File: src/csp_pkg.sv
package csp_pkg;

   ////////////////////////////////////////////////////////////////////////////
   // system clock and generated shift clock timing
   localparam int unsigned CLK_SYS_MHZ     = 20;
   localparam int unsigned SCLK_PERIOD_NS  = 400;
   localparam int unsigned SCLK_HALF_CYC   = (SCLK_PERIOD_NS * CLK_SYS_MHZ) / 2000;
   // half-period counter is 3 bits wide, enough for SCLK_HALF_CYC up to 8
   localparam logic [2:0]  HALF_LAST       = 3'(SCLK_HALF_CYC - 1);

   ////////////////////////////////////////////////////////////////////////////
   // frame layout
   localparam int unsigned FRAME_SCLKS     = 32;
   localparam logic [4:0]  FRAME_LAST      = 5'(FRAME_SCLKS - 1);
   localparam int unsigned WORD_BITS       = 16;
   localparam logic [3:0]  WORD_LAST       = 4'(WORD_BITS - 1);
   localparam int unsigned RX_BITS         = 14;
   localparam logic [4:0]  RX_TAKE         = 5'(RX_BITS);
   localparam logic [4:0]  RX_END          = 5'(WORD_BITS);

   ////////////////////////////////////////////////////////////////////////////
   // gain field and buffering
   localparam logic [1:0]  GAIN_SQUELCH    = 2'h0;
   localparam int unsigned FIFO_DEPTH      = 32;

   ////////////////////////////////////////////////////////////////////////////
   // reset values
   localparam logic        FS_IDLE_N       = 1'b1;
   localparam logic [2:0]  SYNC_RST        = 3'h2;

   typedef enum logic [1:0] {
      CSP_IDLE  = 2'b01,
      CSP_SHIFT = 2'b10
   } csp_state_e;

endpackage

File: src/csp_fifo.sv
`timescale 1ns/1ps
module csp_fifo
   import csp_pkg::*;
#(
   parameter int unsigned WIDTH = 16,
   parameter int unsigned DEPTH = 32
)(
   // clock and reset
   input  wire logic              clk_sys_i,
   input  wire logic              resetn_i,
   input  wire logic              ce_i,
   // fill side
   input  wire logic              in_valid_i,
   output logic                   in_ready_o,
   input  wire logic [WIDTH-1:0]  in_data_i,
   // drain side
   output logic                   out_valid_o,
   input  wire logic              out_ready_i,
   output logic      [WIDTH-1:0]  out_data_o
);

   localparam int unsigned AW = $clog2(DEPTH);
   localparam logic [AW:0] FULL_CNT = (AW + 1)'(DEPTH);

   logic [WIDTH-1:0] mem_q [DEPTH];
   logic [AW-1:0]    wr_ptr_q;
   logic [AW-1:0]    rd_ptr_q;
   logic [AW:0]      cnt_q;
   wire              push_w = in_valid_i & in_ready_o;
   wire              pop_w  = out_valid_o & out_ready_i;

   assign in_ready_o  = (cnt_q != FULL_CNT);
   assign out_valid_o = (cnt_q != '0);
   assign out_data_o  = mem_q[rd_ptr_q];

   always_ff @(posedge clk_sys_i) begin
      if (ce_i && push_w) begin
         mem_q[wr_ptr_q] <= in_data_i;
      end
   end

   // pointers wrap naturally: depth is a power of two
   always_ff @(posedge clk_sys_i or negedge resetn_i) begin
      if (!resetn_i) begin
         wr_ptr_q <= '0;
         rd_ptr_q <= '0;
         cnt_q    <= '0;
      end else if (ce_i) begin
         if (push_w) begin
            wr_ptr_q <= wr_ptr_q + 1'b1;
         end
         if (pop_w) begin
            rd_ptr_q <= rd_ptr_q + 1'b1;
         end
         if (push_w && !pop_w) begin
            cnt_q <= cnt_q + 1'b1;
         end else if (pop_w && !push_w) begin
            cnt_q <= cnt_q - 1'b1;
         end
      end
   end

endmodule

File: src/csp_port.sv
// Overview of operation
// - a conversion period runs between successive frame sync falls, one word each
// - each serial output bit is launched on a shift clock rising edge
// - each serial input bit is captured on a shift clock falling edge
// - delayed frame sync falls the programmed number of shift clocks after frame sync
// - one delay word programs master and slaves alike, the master's delay half a cycle shorter
// - gain code 00 squelches the result, other codes select gain ranges
// - in master mode delayed frame sync falls half a cycle before its programmed point, leading frame sync at delay 0
// - each frame takes input bits 15 to 2 and sends all sixteen bits
`timescale 1ns/1ps
module csp_port
   import csp_pkg::*;
(
   // clock, reset and enable
   input  wire logic         clk_sys_i,
   input  wire logic         resetn_i,
   input  wire logic         ce_i,
   // mode and programming
   input  wire logic         master_mode_i,
   input  wire logic [4:0]   fsd_delay_i,
   input  wire logic         gain_select_msb_i,
   input  wire logic         gain_select_lsb_i,
   // shift clock pin
   input  wire logic         sclk_i,
   output logic              sclk_o,
   output logic              sclk_oe_o,
   // frame sync pins
   input  wire logic         frame_sync_n_i,
   output logic              frame_sync_n_o,
   output logic              frame_sync_n_oe_o,
   output logic              delayed_frame_sync_n_o,
   // serial data pins
   input  wire logic         serial_in_i,
   output logic              serial_out_o,
   output logic              serial_out_oe_o,
   // converted samples to send
   input  wire logic         adc_valid_i,
   output logic              adc_ready_o,
   input  wire logic [15:0]  adc_data_i,
   // received words and status
   output logic              dac_valid_o,
   output logic [13:0]       dac_data_o,
   output logic [1:0]        gain_range_o,
   output logic              tx_underrun_o
);

   localparam int HALF_A = SCLK_HALF_CYC;

   ////////////////////////////////////////////////////////////////////////////
   // pin synchronisers
   logic [2:0] pins_s;
   wire        sclk_s = pins_s[2];
   wire        fs_s   = pins_s[1];
   wire        din_s  = pins_s[0];

   csp_sync #(
      .WIDTH   (3),
      .RST_VAL (SYNC_RST)
   ) u_sync (
      .clk_sys_i (clk_sys_i),
      .resetn_i  (resetn_i),
      .ce_i      (ce_i),
      .async_i   ({sclk_i, frame_sync_n_i, serial_in_i}),
      .sync_o    (pins_s)
   );

   ////////////////////////////////////////////////////////////////////////////
   // shift clock generation and edge detection
   logic [2:0] half_cnt_q;
   logic       sclk_gen_q;
   logic       sclk_prev_q;
   logic       fs_prev_q;
   logic [4:0] bit_cnt_q;
   logic       fs_gen_n_q;

   wire tick_w      = (half_cnt_q == HALF_LAST);
   wire gen_rise_w  = master_mode_i & tick_w & ~sclk_gen_q;
   wire gen_fall_w  = master_mode_i & tick_w & sclk_gen_q;
   wire ext_rise_w  = ~master_mode_i & sclk_s & ~sclk_prev_q;
   wire ext_fall_w  = ~master_mode_i & ~sclk_s & sclk_prev_q;
   wire rise_w      = gen_rise_w | ext_rise_w;
   wire fall_w      = gen_fall_w | ext_fall_w;
   wire gen_start_w = gen_rise_w & (bit_cnt_q == FRAME_LAST);
   wire ext_start_w = ~master_mode_i & fs_prev_q & ~fs_s;
   wire frame_start_w = gen_start_w | ext_start_w;

   always_ff @(posedge clk_sys_i or negedge resetn_i) begin
      if (!resetn_i) begin
         half_cnt_q <= '0;
         sclk_gen_q <= 1'b0;
      end else if (ce_i) begin
         if (!master_mode_i) begin
            half_cnt_q <= '0;
            sclk_gen_q <= 1'b0;
         end else if (tick_w) begin
            half_cnt_q <= '0;
            sclk_gen_q <= ~sclk_gen_q;
         end else begin
            half_cnt_q <= half_cnt_q + 1'b1;
         end
      end
   end

   // frame sync is low for one shift clock from the rising edge that opens a frame
   always_ff @(posedge clk_sys_i or negedge resetn_i) begin
      if (!resetn_i) begin
         bit_cnt_q   <= FRAME_LAST;
         fs_gen_n_q  <= FS_IDLE_N;
         sclk_prev_q <= 1'b0;
         fs_prev_q   <= FS_IDLE_N;
      end else if (ce_i) begin
         sclk_prev_q <= sclk_s;
         fs_prev_q   <= fs_s;
         if (gen_rise_w) begin
            bit_cnt_q  <= bit_cnt_q + 1'b1;
            fs_gen_n_q <= ~(bit_cnt_q == FRAME_LAST);
         end
      end
   end

   ////////////////////////////////////////////////////////////////////////////
   // delayed frame sync
   logic [4:0] fsd_delay_q;
   logic [4:0] fsd_cnt_q;
   logic       fsd_run_q;
   logic       fsd_n_q;

   // master fires on the fall just before rise number m, half a cycle early
   wire [4:0] bit_next_w = bit_cnt_q + 5'h1;
   wire       gen_fire_w = gen_fall_w & (bit_next_w == fsd_delay_q);
   wire       ext_fire_w = (ext_start_w & (fsd_delay_i == 5'h0))
                         | (ext_rise_w & fsd_run_q & (fsd_cnt_q == 5'h1));
   wire       fsd_fire_w = gen_fire_w | ext_fire_w;
   wire       fsd_rel_w  = master_mode_i ? gen_fall_w : ext_rise_w;

   always_ff @(posedge clk_sys_i or negedge resetn_i) begin
      if (!resetn_i) begin
         fsd_delay_q <= '0;
         fsd_cnt_q   <= '0;
         fsd_run_q   <= 1'b0;
         fsd_n_q     <= FS_IDLE_N;
      end else if (ce_i) begin
         if (frame_start_w) begin
            fsd_delay_q <= fsd_delay_i;
         end
         if (ext_start_w) begin
            fsd_cnt_q <= fsd_delay_i;
            fsd_run_q <= (fsd_delay_i != 5'h0);
         end else if (ext_rise_w && fsd_run_q) begin
            fsd_cnt_q <= fsd_cnt_q - 1'b1;
            fsd_run_q <= (fsd_cnt_q != 5'h1);
         end
         if (fsd_fire_w) begin
            fsd_n_q <= 1'b0;
         end else if (fsd_rel_w) begin
            fsd_n_q <= 1'b1;
         end
      end
   end

   ////////////////////////////////////////////////////////////////////////////
   // sample buffer, drained one word per frame
   logic        fifo_valid_w;
   logic [15:0] fifo_data_w;

   csp_fifo #(
      .WIDTH (WORD_BITS),
      .DEPTH (FIFO_DEPTH)
   ) u_fifo (
      .clk_sys_i   (clk_sys_i),
      .resetn_i    (resetn_i),
      .ce_i        (ce_i),
      .in_valid_i  (adc_valid_i),
      .in_ready_o  (adc_ready_o),
      .in_data_i   (adc_data_i),
      .out_valid_o (fifo_valid_w),
      .out_ready_i (frame_start_w),
      .out_data_o  (fifo_data_w)
   );

   wire [1:0]  gain_w    = {gain_select_msb_i, gain_select_lsb_i};
   wire        squelch_w = (gain_w == GAIN_SQUELCH);
   // a squelched word still consumes its sample so the stream stays aligned
   wire [15:0] tx_word_w = (fifo_valid_w && !squelch_w) ? fifo_data_w : 16'h0;

   ////////////////////////////////////////////////////////////////////////////
   // word shifter
   csp_state_e  state_q;
   logic [15:0] tx_shift_q;
   logic [3:0]  tx_cnt_q;
   logic [13:0] rx_shift_q;
   logic [4:0]  rx_cnt_q;
   logic        dout_oe_q;
   logic [13:0] dac_data_q;
   logic        dac_valid_q;
   logic [1:0]  gain_q;
   logic        underrun_q;

   wire shifting_w = (state_q == CSP_SHIFT);
   wire tx_last_w  = (tx_cnt_q == WORD_LAST);
   wire rx_open_w  = shifting_w & (rx_cnt_q != RX_END);
   wire rx_done_w  = fall_w & rx_open_w & (rx_cnt_q == 5'(WORD_LAST));

   always_ff @(posedge clk_sys_i or negedge resetn_i) begin
      if (!resetn_i) begin
         state_q    <= CSP_IDLE;
         tx_shift_q <= '0;
         tx_cnt_q   <= '0;
         dout_oe_q  <= 1'b0;
      end else if (ce_i) begin
         case (state_q)
            CSP_IDLE: begin
               if (frame_start_w) begin
                  tx_shift_q <= tx_word_w;
                  tx_cnt_q   <= '0;
                  dout_oe_q  <= 1'b1;
                  state_q    <= CSP_SHIFT;
               end
            end
            CSP_SHIFT: begin
               if (frame_start_w) begin
                  tx_shift_q <= tx_word_w;
                  tx_cnt_q   <= '0;
               end else if (rise_w && tx_last_w) begin
                  dout_oe_q <= 1'b0;
                  state_q   <= CSP_IDLE;
               end else if (rise_w) begin
                  tx_shift_q <= {tx_shift_q[14:0], 1'b0};
                  tx_cnt_q   <= tx_cnt_q + 1'b1;
               end
            end
            default: begin
               state_q   <= CSP_IDLE;
               dout_oe_q <= 1'b0;
            end
         endcase
      end
   end

   // only the first fourteen bits are kept; the last two are control bits
   always_ff @(posedge clk_sys_i or negedge resetn_i) begin
      if (!resetn_i) begin
         rx_shift_q  <= '0;
         rx_cnt_q    <= '0;
         dac_data_q  <= '0;
         dac_valid_q <= 1'b0;
      end else if (ce_i) begin
         dac_valid_q <= rx_done_w;
         if (frame_start_w) begin
            rx_cnt_q <= '0;
         end else if (fall_w && rx_open_w) begin
            rx_cnt_q <= rx_cnt_q + 1'b1;
            if (rx_cnt_q < RX_TAKE) begin
               rx_shift_q <= {rx_shift_q[12:0], din_s};
            end
         end
         if (rx_done_w) begin
            dac_data_q <= rx_shift_q;
         end
      end
   end

   always_ff @(posedge clk_sys_i or negedge resetn_i) begin
      if (!resetn_i) begin
         gain_q     <= GAIN_SQUELCH;
         underrun_q <= 1'b0;
      end else if (ce_i) begin
         underrun_q <= frame_start_w & ~fifo_valid_w;
         if (frame_start_w) begin
            gain_q <= gain_w;
         end
      end
   end

   ////////////////////////////////////////////////////////////////////////////
   // outputs; in slave mode the clock and frame sync pins are released, delayed frame sync stays driven
   assign sclk_o                 = sclk_gen_q;
   assign sclk_oe_o              = master_mode_i;
   assign frame_sync_n_o         = fs_gen_n_q;
   assign frame_sync_n_oe_o      = master_mode_i;
   assign delayed_frame_sync_n_o = fsd_n_q;
   assign serial_out_o           = tx_shift_q[15];
   assign serial_out_oe_o        = dout_oe_q;
   assign dac_valid_o            = dac_valid_q;
   assign dac_data_o             = dac_data_q;
   assign gain_range_o           = gain_q;
   assign tx_underrun_o          = underrun_q;
endmodule

File: src/csp_sync.sv
`timescale 1ns/1ps
module csp_sync
   import csp_pkg::*;
#(
   parameter int unsigned        WIDTH   = 1,
   parameter logic [WIDTH-1:0]   RST_VAL = '0
)(
   // clock and reset
   input  wire logic              clk_sys_i,
   input  wire logic              resetn_i,
   input  wire logic              ce_i,
   // asynchronous levels in, synchronised levels out
   input  wire logic [WIDTH-1:0]  async_i,
   output logic      [WIDTH-1:0]  sync_o
);

   logic [WIDTH-1:0] meta_q;
   logic [WIDTH-1:0] sync_q;

   // meta_q is read by sync_q only
   always_ff @(posedge clk_sys_i or negedge resetn_i) begin
      if (!resetn_i) begin
         meta_q <= RST_VAL;
         sync_q <= RST_VAL;
      end else if (ce_i) begin
         meta_q <= async_i;
         sync_q <= meta_q;
      end
   end

   assign sync_o = sync_q;

endmodule

File: config.mk
export PLATFORM = sky130hd
export DESIGN_NAME = csp_port
export DESIGN_NICKNAME = d
export VERILOG_FILES = /design/src/csp_pkg.sv /design/src/csp_fifo.sv /design/src/csp_port.sv /design/src/csp_sync.sv
export SDC_FILE = /design/constraint.sdc
export NUM_CORES = 1
export LEC_CHECK = 0
export BUFFER_PORTS_ARGS = -buffer_cell sky130_fd_sc_hd__buf_4
export CELL_PAD_IN_SITES_DETAIL_PLACEMENT = 1
export CELL_PAD_IN_SITES_GLOBAL_PLACEMENT = 1
export CORE_MARGIN = 3
export CORE_UTILIZATION = 59
export DETAILED_ROUTE_END_ITERATION = 8
export PLACE_DENSITY_LB_ADDON = 0.08
export SYNTH_ARGS = -nofsm -noshare
export SYNTH_HDL_FRONTEND = slang
export SYNTH_SLANG_ARGS = --single-unit
File: constraint.sdc
create_clock -name clk_sys_i -period 6 [get_ports clk_sys_i]
set_input_delay 0.9 -clock clk_sys_i [delete_from_list [all_inputs] [get_ports clk_sys_i]]
set_output_delay 0.9 -clock clk_sys_i [all_outputs]
set_load 0.01 [all_outputs]
==> results_dict.tcl, run 1 <==
set metrics [dict create \
    vias 12600 \
    postLayoutCellArea_um2 27600 \
    ys_seq_area_frac 0.735 \
    cts_resized 0 \
    required_ps 6520 \
    fin_crit_ps 3690 \
    r2r_cells 8 \
    antenna_left 0 \
    grt_antenna_before_repair 0 \
    relSlewSlack 0.101 \
    remaining_drc_errors 0 \
    diodes 0 \
    slowest_delay_ps 1260 \
    wire_per_inst_um 29.3 \
    drv_slew 0 \
    grt_pass1_vias 13600 \
    syn_inst 1288 \
    crit_slowest_cell "a221oi_4" \
    dp_cells 1854 \
    report.final.setup_viol 0 \
    max_freq_mhz 271 \
    vias_per_cell 6.43 \
    finalPower_uw 11600 \
    synth_common_cells "edfxtp_1 (512), mux4_2 (128), dfrtp_1 (94)" \
    start_util 0.599 \
    cts.sinks 617 \
    worstPathCellList "ha_1, and3_1, ha_1, nand2b_1, o211a_1, a221oi_4, nor2_1, a31oi_1" \
    syn_to_final_growth_pct 12.5 \
    rsz0062_at_grt "no" \
    dieArea_um2 44000 \
    synthFlopType "edfxtp_1" \
    die_w_um 210 \
    crit_cells 8 \
    die_height_um 210 \
    synth_top_area_share 0.627 \
    cpMostUsedCell "ha_1" \
    worstPathArrival_ps 4210 \
    status "finished clean" \
    drv_cap 0 \
    final.period_utilization 0.615 \
    overflow 0 \
    worst-path-buf-inv 0 \
    ys_ff_latch 617 \
    synth-edff-count 512 \
    syn-num-nets 1341 \
    p_leak_uw 0.00943 \
    finalNetCount 1437 \
    grt_max_degree 71 \
    criticalPathCategory "flop to flop" \
    track_usage 0.270 \
    pwr_density_cell_nw_per_um2 421 \
    cts_root_buf "clkbuf_16" \
    instances_no_fill 1967 \
    final_layout_size_suffix_gt1_frac 0.267 \
    grt_pass1_wl_um 87300 \
    ir_drop_mv 0.298 \
    dpl_cell_area_um2 25700 \
    fin_tns_setup_ps 0 \
    ioPinCount 57 \
    place_congestion 0.772 \
    routed_wirelength_um 57700 \
    cts_tree "done" \
    postCtsHoldBufs 0 \
    cts_buffers 60 \
    clk_latency_ps 620 \
    cts_buffer_depth 3 \
    clk_pin_slew_worst_paths_ps 60 \
    nFillCells 3379 \
    synth.distinct_cells 65 \
    hold_class "input pin to asynchronous set/reset pin" \
    synth_area_leaders "edfxtp_1 (63%), mux4_2 (12%), dfrtp_1 (9.6%), a22oi_1 (1.8%), mux2_2 (1.7%)" \
    crit_fanout 35 \
    syn-cell-area_um2 24500 \
    netlist.top_cell.by_area "edfxtp_1" \
    cp_top_family "compound AO/OA/AOI/OAI gates" \
    cp-end-kind "flop" \
    avgSynthCellArea_um2 19.0 \
    start_kind "flop" \
    post_cts_buffers 0 \
    io_buffer_count 56 \
    synth.most_common_cell "edfxtp_1" \
    ys_warn_count 0 \
    dpl.hpwl_um 32800 \
    finalHoldViolCount 0 \
    drtPass1Iterations 5 \
    worstMarginPinSlew_ps 1350 \
    rows 74 \
    whs_ps 400 \
    cts_max_level 2 \
    async_flop_share 0.170 \
    finClkSkew_ps 16.6 \
    drt-initial-drc-count 1327 \
    coreArea_um2 40900 \
]
==> through the flow <==
stage / util / worst slack (ps)
after global placement: 0.628 / 2150
after CTS: 0.674 / 2310
after global routing: 0.674 / 2080
final: 0.674 / 2310
after detailed placement: 0.628 / 2080
after floorplan: - / 2560
==> worst register-to-register path, stage by stage, from the launching register on <==
cell	delay, ps
dfstp_2	580
ha_1	210
and3_1	170
ha_1	200
nand2b_1	110
o211a_1	610
a221oi_4	1260
nor2_1	190
a31oi_1	260
==> layer usage <==
metal | track usage | vias up | wire, µm
met1 | 0.371 | 6714 | 23000
met3 | 0.0511 | 97 | 3810
li1 | - | 5363 | -
met4 | 0.0859 | 0 | 1680
met2 | 0.448 | 465 | 29200
met5 | 0 | - | 0
==> cell families (layout without fill, tap and decap cells) <==
| family | count (synthesis) | in the layout | share of synthesized area |
|---|---|---|---|
| flops | 617 | 617 | 0.735 |
| mux | 196 | 196 | 0.149 |
| simple gates | 184 | 184 | 0.0370 |
| compound gates | 162 | 162 | 0.0447 |
| buf+inv | 84 | 231 | 0.0146 |
| xor+xnor | 23 | 23 | 0.00821 |
| fa+ha+maj | 22 | 22 | 0.0115 |
==> final cells by class <==
type / count / area (µm²) / share of cell area
clock inverter: 38 / 320 / 0.0116
tap: 532 / 666 / 0.0241
multi-input combinational: 587 / 6160 / 0.223
timing repair buffer: 98 / 761 / 0.0276
sequential: 617 / 18000 / 0.653
clock buffer: 75 / 1580 / 0.0572
inverter: 20 / 75.1 / 0.00272
==> cells in the final DEF, fill, tap and decap left out, drive strengths merged, types with 5 or more instances in the layout <==
master | synthesis | final
a21o | 6 | 6
a21oi | 13 | 13
a22oi | 60 | 60
a31oi | 17 | 17
and3 | 5 | 5
buf | 29 | 98
bufinv | 0 | 5
clkbuf | 35 | 75
clkinv | 0 | 28
dfrtp | 94 | 94
dfstp | 11 | 11
edfxtp | 512 | 512
ha | 21 | 21
inv | 20 | 22
mux2 | 46 | 46
mux2i | 22 | 22
mux4 | 128 | 128
nand2 | 61 | 61
nand3 | 7 | 7
nand4 | 7 | 7
nor2 | 60 | 60
nor3 | 9 | 9
o21ai | 44 | 44
xnor2 | 14 | 14
xor2 | 9 | 9
==> worst paths after layout <==
| check | from | endpoint | slack (ps) |
|---|---|---|---|
| min in group clk_sys_i | fsd_run_q | fsd_run_q | 480 |
| worst max-delay path | bit_cnt_q[0] | tx_shift_q[15] | 2310 |
| worst min register to register | fsd_run_q | fsd_run_q | 480 |
| worst max register to register | bit_cnt_q[0] | tx_shift_q[15] | 2310 |
| worst min-delay path | resetn_i | dac_data_o[8] | 400 |
| max in group asynchronous | resetn_i | bit_cnt_q[3] | 4500 |
==> flip-flops by register name, summed over array words and instances, names as in the netlist, 2 cells and up <==
register         count
tx_cnt_q             4
u_fifo.mem_q       512
u_fifo.rd_ptr_q      5
u_fifo.cnt_q         6
rx_cnt_q             5
u_fifo.wr_ptr_q      5
state_q              2
fsd_cnt_q            5
u_sync.sync_o        3
u_sync.meta_q        3
rx_shift_q          14
gain_range_o         2
bit_cnt_q            5
half_cnt_q           3
fsd_delay_q          5
tx_shift_q          16
dac_data_o          14
==> where the power goes <==
group / internal [µW] / switching (µW)
clock network: 2070 / 1580
logic: 1210 / 1480
registers: 4930 / 325
Power figures use the tool's default switching activity.
==> run 2: changes to the inputs <==
- CORE_UTILIZATION: 59 -> 49
- clock period: 6 -> 3.3 ns (I/O delays scaled with it)
==> results_dict.tcl, run 2 (synthesis gave the netlist of run 1 again) <==
set metrics [dict create \
    drt-initial-drc-count 1145 \
    largestRegisters "u_fifo.mem_q x512, tx_shift_q x16" \
    criticalPathCategory "flop to flop" \
    final_layout_size_suffix_gt1_frac 0.290 \
    clk_pin_slew_worst_paths_ps 60 \
    start_kind "flop" \
    drv_slew 0 \
    r2r_cells 14 \
    worstMarginPinSlew_ps 1110 \
    cts_root_buf "clkbuf_16" \
    final.period_utilization 0.935 \
    vias_per_cell 5.81 \
    wire_per_inst_um 26.5 \
    largest_reg_flops 512 \
    dpl_cell_area_um2 26100 \
    start_util 0.499 \
    cts_tree "done" \
    finalHoldViolCount 0 \
    die_w_um 230 \
    finalNetCount 1478 \
    relSlewSlack 0.253 \
    routed_wirelength_um 56600 \
    worstPathArrival_ps 3540 \
    coreArea_um2 49200 \
    required_ps 3760 \
    fin_tns_setup_ps 0 \
    cp-end-kind "flop" \
    grt_antenna_before_repair 1 \
    rsz0062_at_grt "no" \
    r2r_start "bit_cnt_q[1]" \
    grt_max_degree 48 \
    die_height_um 230 \
    r2r_end "u_fifo.cnt_q[5]" \
    cts_buffers 67 \
    hold_class "input pin to flop" \
    grt_pass1_vias 13300 \
    regMostFlops "u_fifo.mem_q" \
    hold_depth 2 \
    pwr_density_cell_nw_per_um2 763 \
    clk_latency_ps 590 \
    drv_cap 0 \
    place_congestion 0.781 \
    crit_fanout 5 \
    ir_drop_mv 0.462 \
    track_usage 0.220 \
    report.final.setup_viol 0 \
    cp-endpoint "u_fifo.cnt_q[5]" \
    fin_crit_ps 3090 \
    dieArea_um2 52800 \
    final_common_cell "edfxtp_1" \
    cts_buffer_depth 3 \
    vias 12400 \
    dpl.hpwl_um 33800 \
    syn_to_final_growth_pct 15.1 \
    rows 81 \
    startpoint "bit_cnt_q[1]" \
    mostFrequentLayoutCells "edfxtp_1 (512), mux4_2 (128), buf_4 (126), dfrtp_1 (91), clkbuf_16 (70)" \
    cts.sinks 617 \
    finClkSkew_ps 20.7 \
    ioPinCount 57 \
    io_buffer_count 56 \
    rrSetupSlack_ps 210 \
    antenna_left 0 \
    max_freq_mhz 324 \
    drtPass1Iterations 5 \
    postLayoutCellArea_um2 28200 \
    nFillCells 4295 \
    grt_pass1_wl_um 85800 \
    overflow 0 \
    status "finished clean" \
    cts_max_level 3 \
    remaining_drc_errors 0 \
    p_leak_uw 0.00970 \
]
run 2: cell count changes in the layout (fill, tap and decap cells not counted), sizes merged:
cell,delta
clkinv,-8
diode,+1
inv,-2
dlygate4sd3,+1
buf,+33
clkbuf,+20
clkinvlp,-3
bufinv,-3
run 2: worst min-delay path by stage:
stage,start,to
floorplan,resetn_i,dac_data_o[0]
global placement,fsd_run_q,fsd_run_q
detailed placement,fsd_run_q,fsd_run_q
CTS,sclk_i,u_sync.meta_q[2]
global route,sclk_i,u_sync.meta_q[2]
finish,sclk_i,u_sync.meta_q[2]
run 2: area by class of cell:
class / instances / area (µm²) / area share
timing repair buffer: 132 / 1060 / 0.0374
inverter: 20 / 75.1 / 0.00266
clock buffer: 95 / 1890 / 0.0668
sequential: 617 / 18000 / 0.638
tap: 664 / 831 / 0.0294
multi-input combinational: 587 / 6190 / 0.219
clock inverter: 22 / 163 / 0.00576
antenna: 1 / 2.50 / 0.0000886
run 2: power breakdown:
part	internal [µW]	switching (µW)	leakage, µW
clock	4130	2900	0.00101
sequential	8970	559	0.00593
combinational	2350	2650	0.00276
total	15400	6110	0.00970
run 2: stage by stage:
| stage | total power [µW] | setup slack [ps] | hold WS (ps) | util | cells |
|---|---|---|---|---|---|
| after floorplan | 12900 | 71.6 | 199 | - | 1288 |
| after global placement | 14600 | 123 | 456 | 0.531 | 2017 |
| after detailed placement | 14800 | 50.1 | 470 | 0.531 | 2017 |
| after CTS | 21800 | 31.4 | 103 | 0.573 | 2135 |
| after global routing | 22600 | 40.2 | 115 | 0.574 | 2137 |
| final | 21600 | 213 | 140 | 0.574 | 2138 |
run 2: layer usage:
layer | up-vias | GRT usage | wire [µm] | share of wire
met3 | 82 | 0.0390 | 2730 | 0.048
met1 | 6590 | 0.309 | 24600 | 0.43
met4 | 0 | 0.0559 | 1230 | 0.022
met5 | - | 0 | 0 | 0
li1 | 5447 | - | - | -
met2 | 304 | 0.363 | 28100 | 0.50
run 2: worst max-delay path, cell delays in order, from the launching register on:
cell and delay (ps):
dfstp_2 550, ha_2 180, and3_1 170, ha_2 180
nand2b_1 90, o21a_1 230, or2_4 270, ha_4 180
inv_1 70, buf_4 140, ha_4 210, a21o_1 210
a211o_1 290, o211ai_1 110, xnor2_1 100
run 2: what timing repair did:
action | 4_1_cts | 5_1_grt
setup endpoints to repair | 0 | 2
endpoints found under the hold margin | 45 | 0
gates resized for setup | 0 | 6
hold buffers | 1 | 0
setup buffers | 0 | 2
==> run 3: changes to the inputs <==
- CORE_UTILIZATION: 49 -> 51
- CTS_BUF_LIST: not set -> sky130_fd_sc_hd__clkbuf_2 sky130_fd_sc_hd__clkbuf_4 sky130_fd_sc_hd__clkbuf_8
- SETUP_SLACK_MARGIN: not set -> 0.05
==> results_dict.tcl, run 3 (synthesis gave the netlist of run 1 again) <==
set metrics [dict create \
    rrSetupSlack_ps 220 \
    place_ws_ps 26.7 \
    r2r_end "u_fifo.cnt_q[5]" \
    grt_pass1_vias 13900 \
    dieArea_um2 50800 \
    finalHoldViolCount 0 \
    crit_cells 14 \
    final.period_utilization 0.933 \
    report.final.setup_viol 0 \
    regArea_um2 18000 \
    largest_reg_flops 512 \
    worst-path-buf-inv 2 \
    required_ps 3890 \
    io_buffer_count 56 \
    routed_wirelength_um 56600 \
    cp-end-kind "flop" \
    cts_buffer_depth 3 \
    drv_slew 0 \
    nFillCells 4115 \
    cpMostUsedCell "ha_2" \
    relSlewSlack 0.229 \
    dpl.hpwl_um 33100 \
    fin_ws_ps 220 \
    track_usage 0.230 \
    drt-initial-drc-count 1154 \
    fin_tns_setup_ps 0 \
    vias_per_cell 5.96 \
    r2r_start "bit_cnt_q[1]" \
    max_freq_mhz 325 \
    cp_top_family "compound AO/OA/AOI/OAI gates" \
    drtPass1Iterations 5 \
    vias 12800 \
    worstPathArrival_ps 3670 \
    finalNetCount 1511 \
    finClkSkew_ps 49.0 \
    die_height_um 225 \
    largestRegisters "u_fifo.mem_q x512, tx_shift_q x16" \
    clk_pin_slew_worst_paths_ps 60 \
    cp-endpoint "u_fifo.cnt_q[5]" \
    cts_tree "done" \
    cts_root_buf "clkbuf_8" \
    die_w_um 225 \
    r2r_cells 14 \
    start_util 0.521 \
    drv_cap 0 \
    diodes 0 \
    final_util 0.598 \
    antenna_left 0 \
    place_congestion 0.762 \
    worstMarginPinSlew_ps 1140 \
    ir_drop_mv 0.395 \
    regMostFlops "u_fifo.mem_q" \
    slowest_delay_ps 530 \
    p_leak_uw 0.00975 \
    coreArea_um2 47100 \
    finalPower_uw 21100 \
    start_kind "flop" \
    worstPathCellList "ha_2, and3_1, ha_2, nand2b_1, o21a_1, or2_4, ha_4, inv_2, buf_4, ha_1, a21o_1, a211o_1, o211ai_1, xnor2_1" \
    pwr_density_cell_nw_per_um2 751 \
    startpoint "bit_cnt_q[1]" \
    cts_max_level 3 \
    postLayoutCellArea_um2 28100 \
    wire_per_inst_um 26.3 \
    final_layout_size_suffix_gt1_frac 0.326 \
    overflow 0 \
    clk_latency_ps 700 \
    criticalPathCategory "flop to flop" \
    crit_slowest_cell "dfstp_2" \
    rows 79 \
    cts.sinks 617 \
    rsz0062_at_grt "no" \
    dpl_cell_area_um2 26000 \
    mostFrequentLayoutCells "edfxtp_1 (512), mux4_2 (128), buf_4 (122), clkbuf_8 (113), dfrtp_1 (91)" \
    multi_input_area_um2 6180 \
    cts_buffers 102 \
    remaining_drc_errors 0 \
    crit_fanout 5 \
    status "finished clean" \
    grt_pass1_wl_um 86300 \
    fin_crit_ps 3080 \
    ioPinCount 57 \
    grt_max_degree 82 \
    syn_to_final_growth_pct 14.7 \
    grt_antenna_before_repair 0 \
    hold_class "input pin to flop" \
    final_common_cell "edfxtp_1" \
]
## run 3: timing repair
item / in CTS / in global routing
setup buffers: 0 / 2
hold endpoints to repair: 34 / 0
pin swaps: 0 / 2
resized for setup: 1 / 6
endpoints found under the setup margin: 1 / 2
hold buffers: 2 / 0
## run 3: area by class of cell
class / instances / area share
clock buffer: 154 / 0.0662
clock inverter: 33 / 0.00592
inverter: 20 / 0.00267
multi-input combinational: 587 / 0.220
sequential: 617 / 0.641
tap: 607 / 0.0270
timing repair buffer: 130 / 0.0375
## run 3: metrics by stage
stage / hold WS (ps) / instances
2_1_floorplan: 199 / 1288
4_1_cts: 3.75 / 2146
6_report: 63.5 / 2148
3_3_place_gp: 452 / 1957
3_5_place_dp: 481 / 1957
5_1_grt: 11.1 / 2148
## run 3: worst min path at each step
stage	from	end	slack, ps	cells past startpoint
final	frame_sync_n_i	u_sync.meta_q[1]	60	2
after global routing	sclk_i	u_sync.meta_q[2]	10	2
after CTS	sclk_i	u_sync.meta_q[2]	4	2
after detailed placement	resetn_i	dac_data_o[10]	480	1
after global placement	fsd_run_q	fsd_run_q	450	1
after floorplan	resetn_i	dac_data_o[0]	200	0
## run 3: layer usage
layer / wire length [µm] / track usage / up-vias
met5: 0 / 0 / -
met4: 1040 / 0.0584 / 0
met3: 2790 / 0.0447 / 80
met2: 28300 / 0.384 / 356
met1: 24500 / 0.318 / 6826
li1: - / - / 5542
## run 3: report_power, final
part           internal [µW]  switching [µW]  leakage (µW)
clock network           3600            2980       0.00107
logic                   2380            2690       0.00276
registers               8970             494       0.00593
total                  15000            6160       0.00975
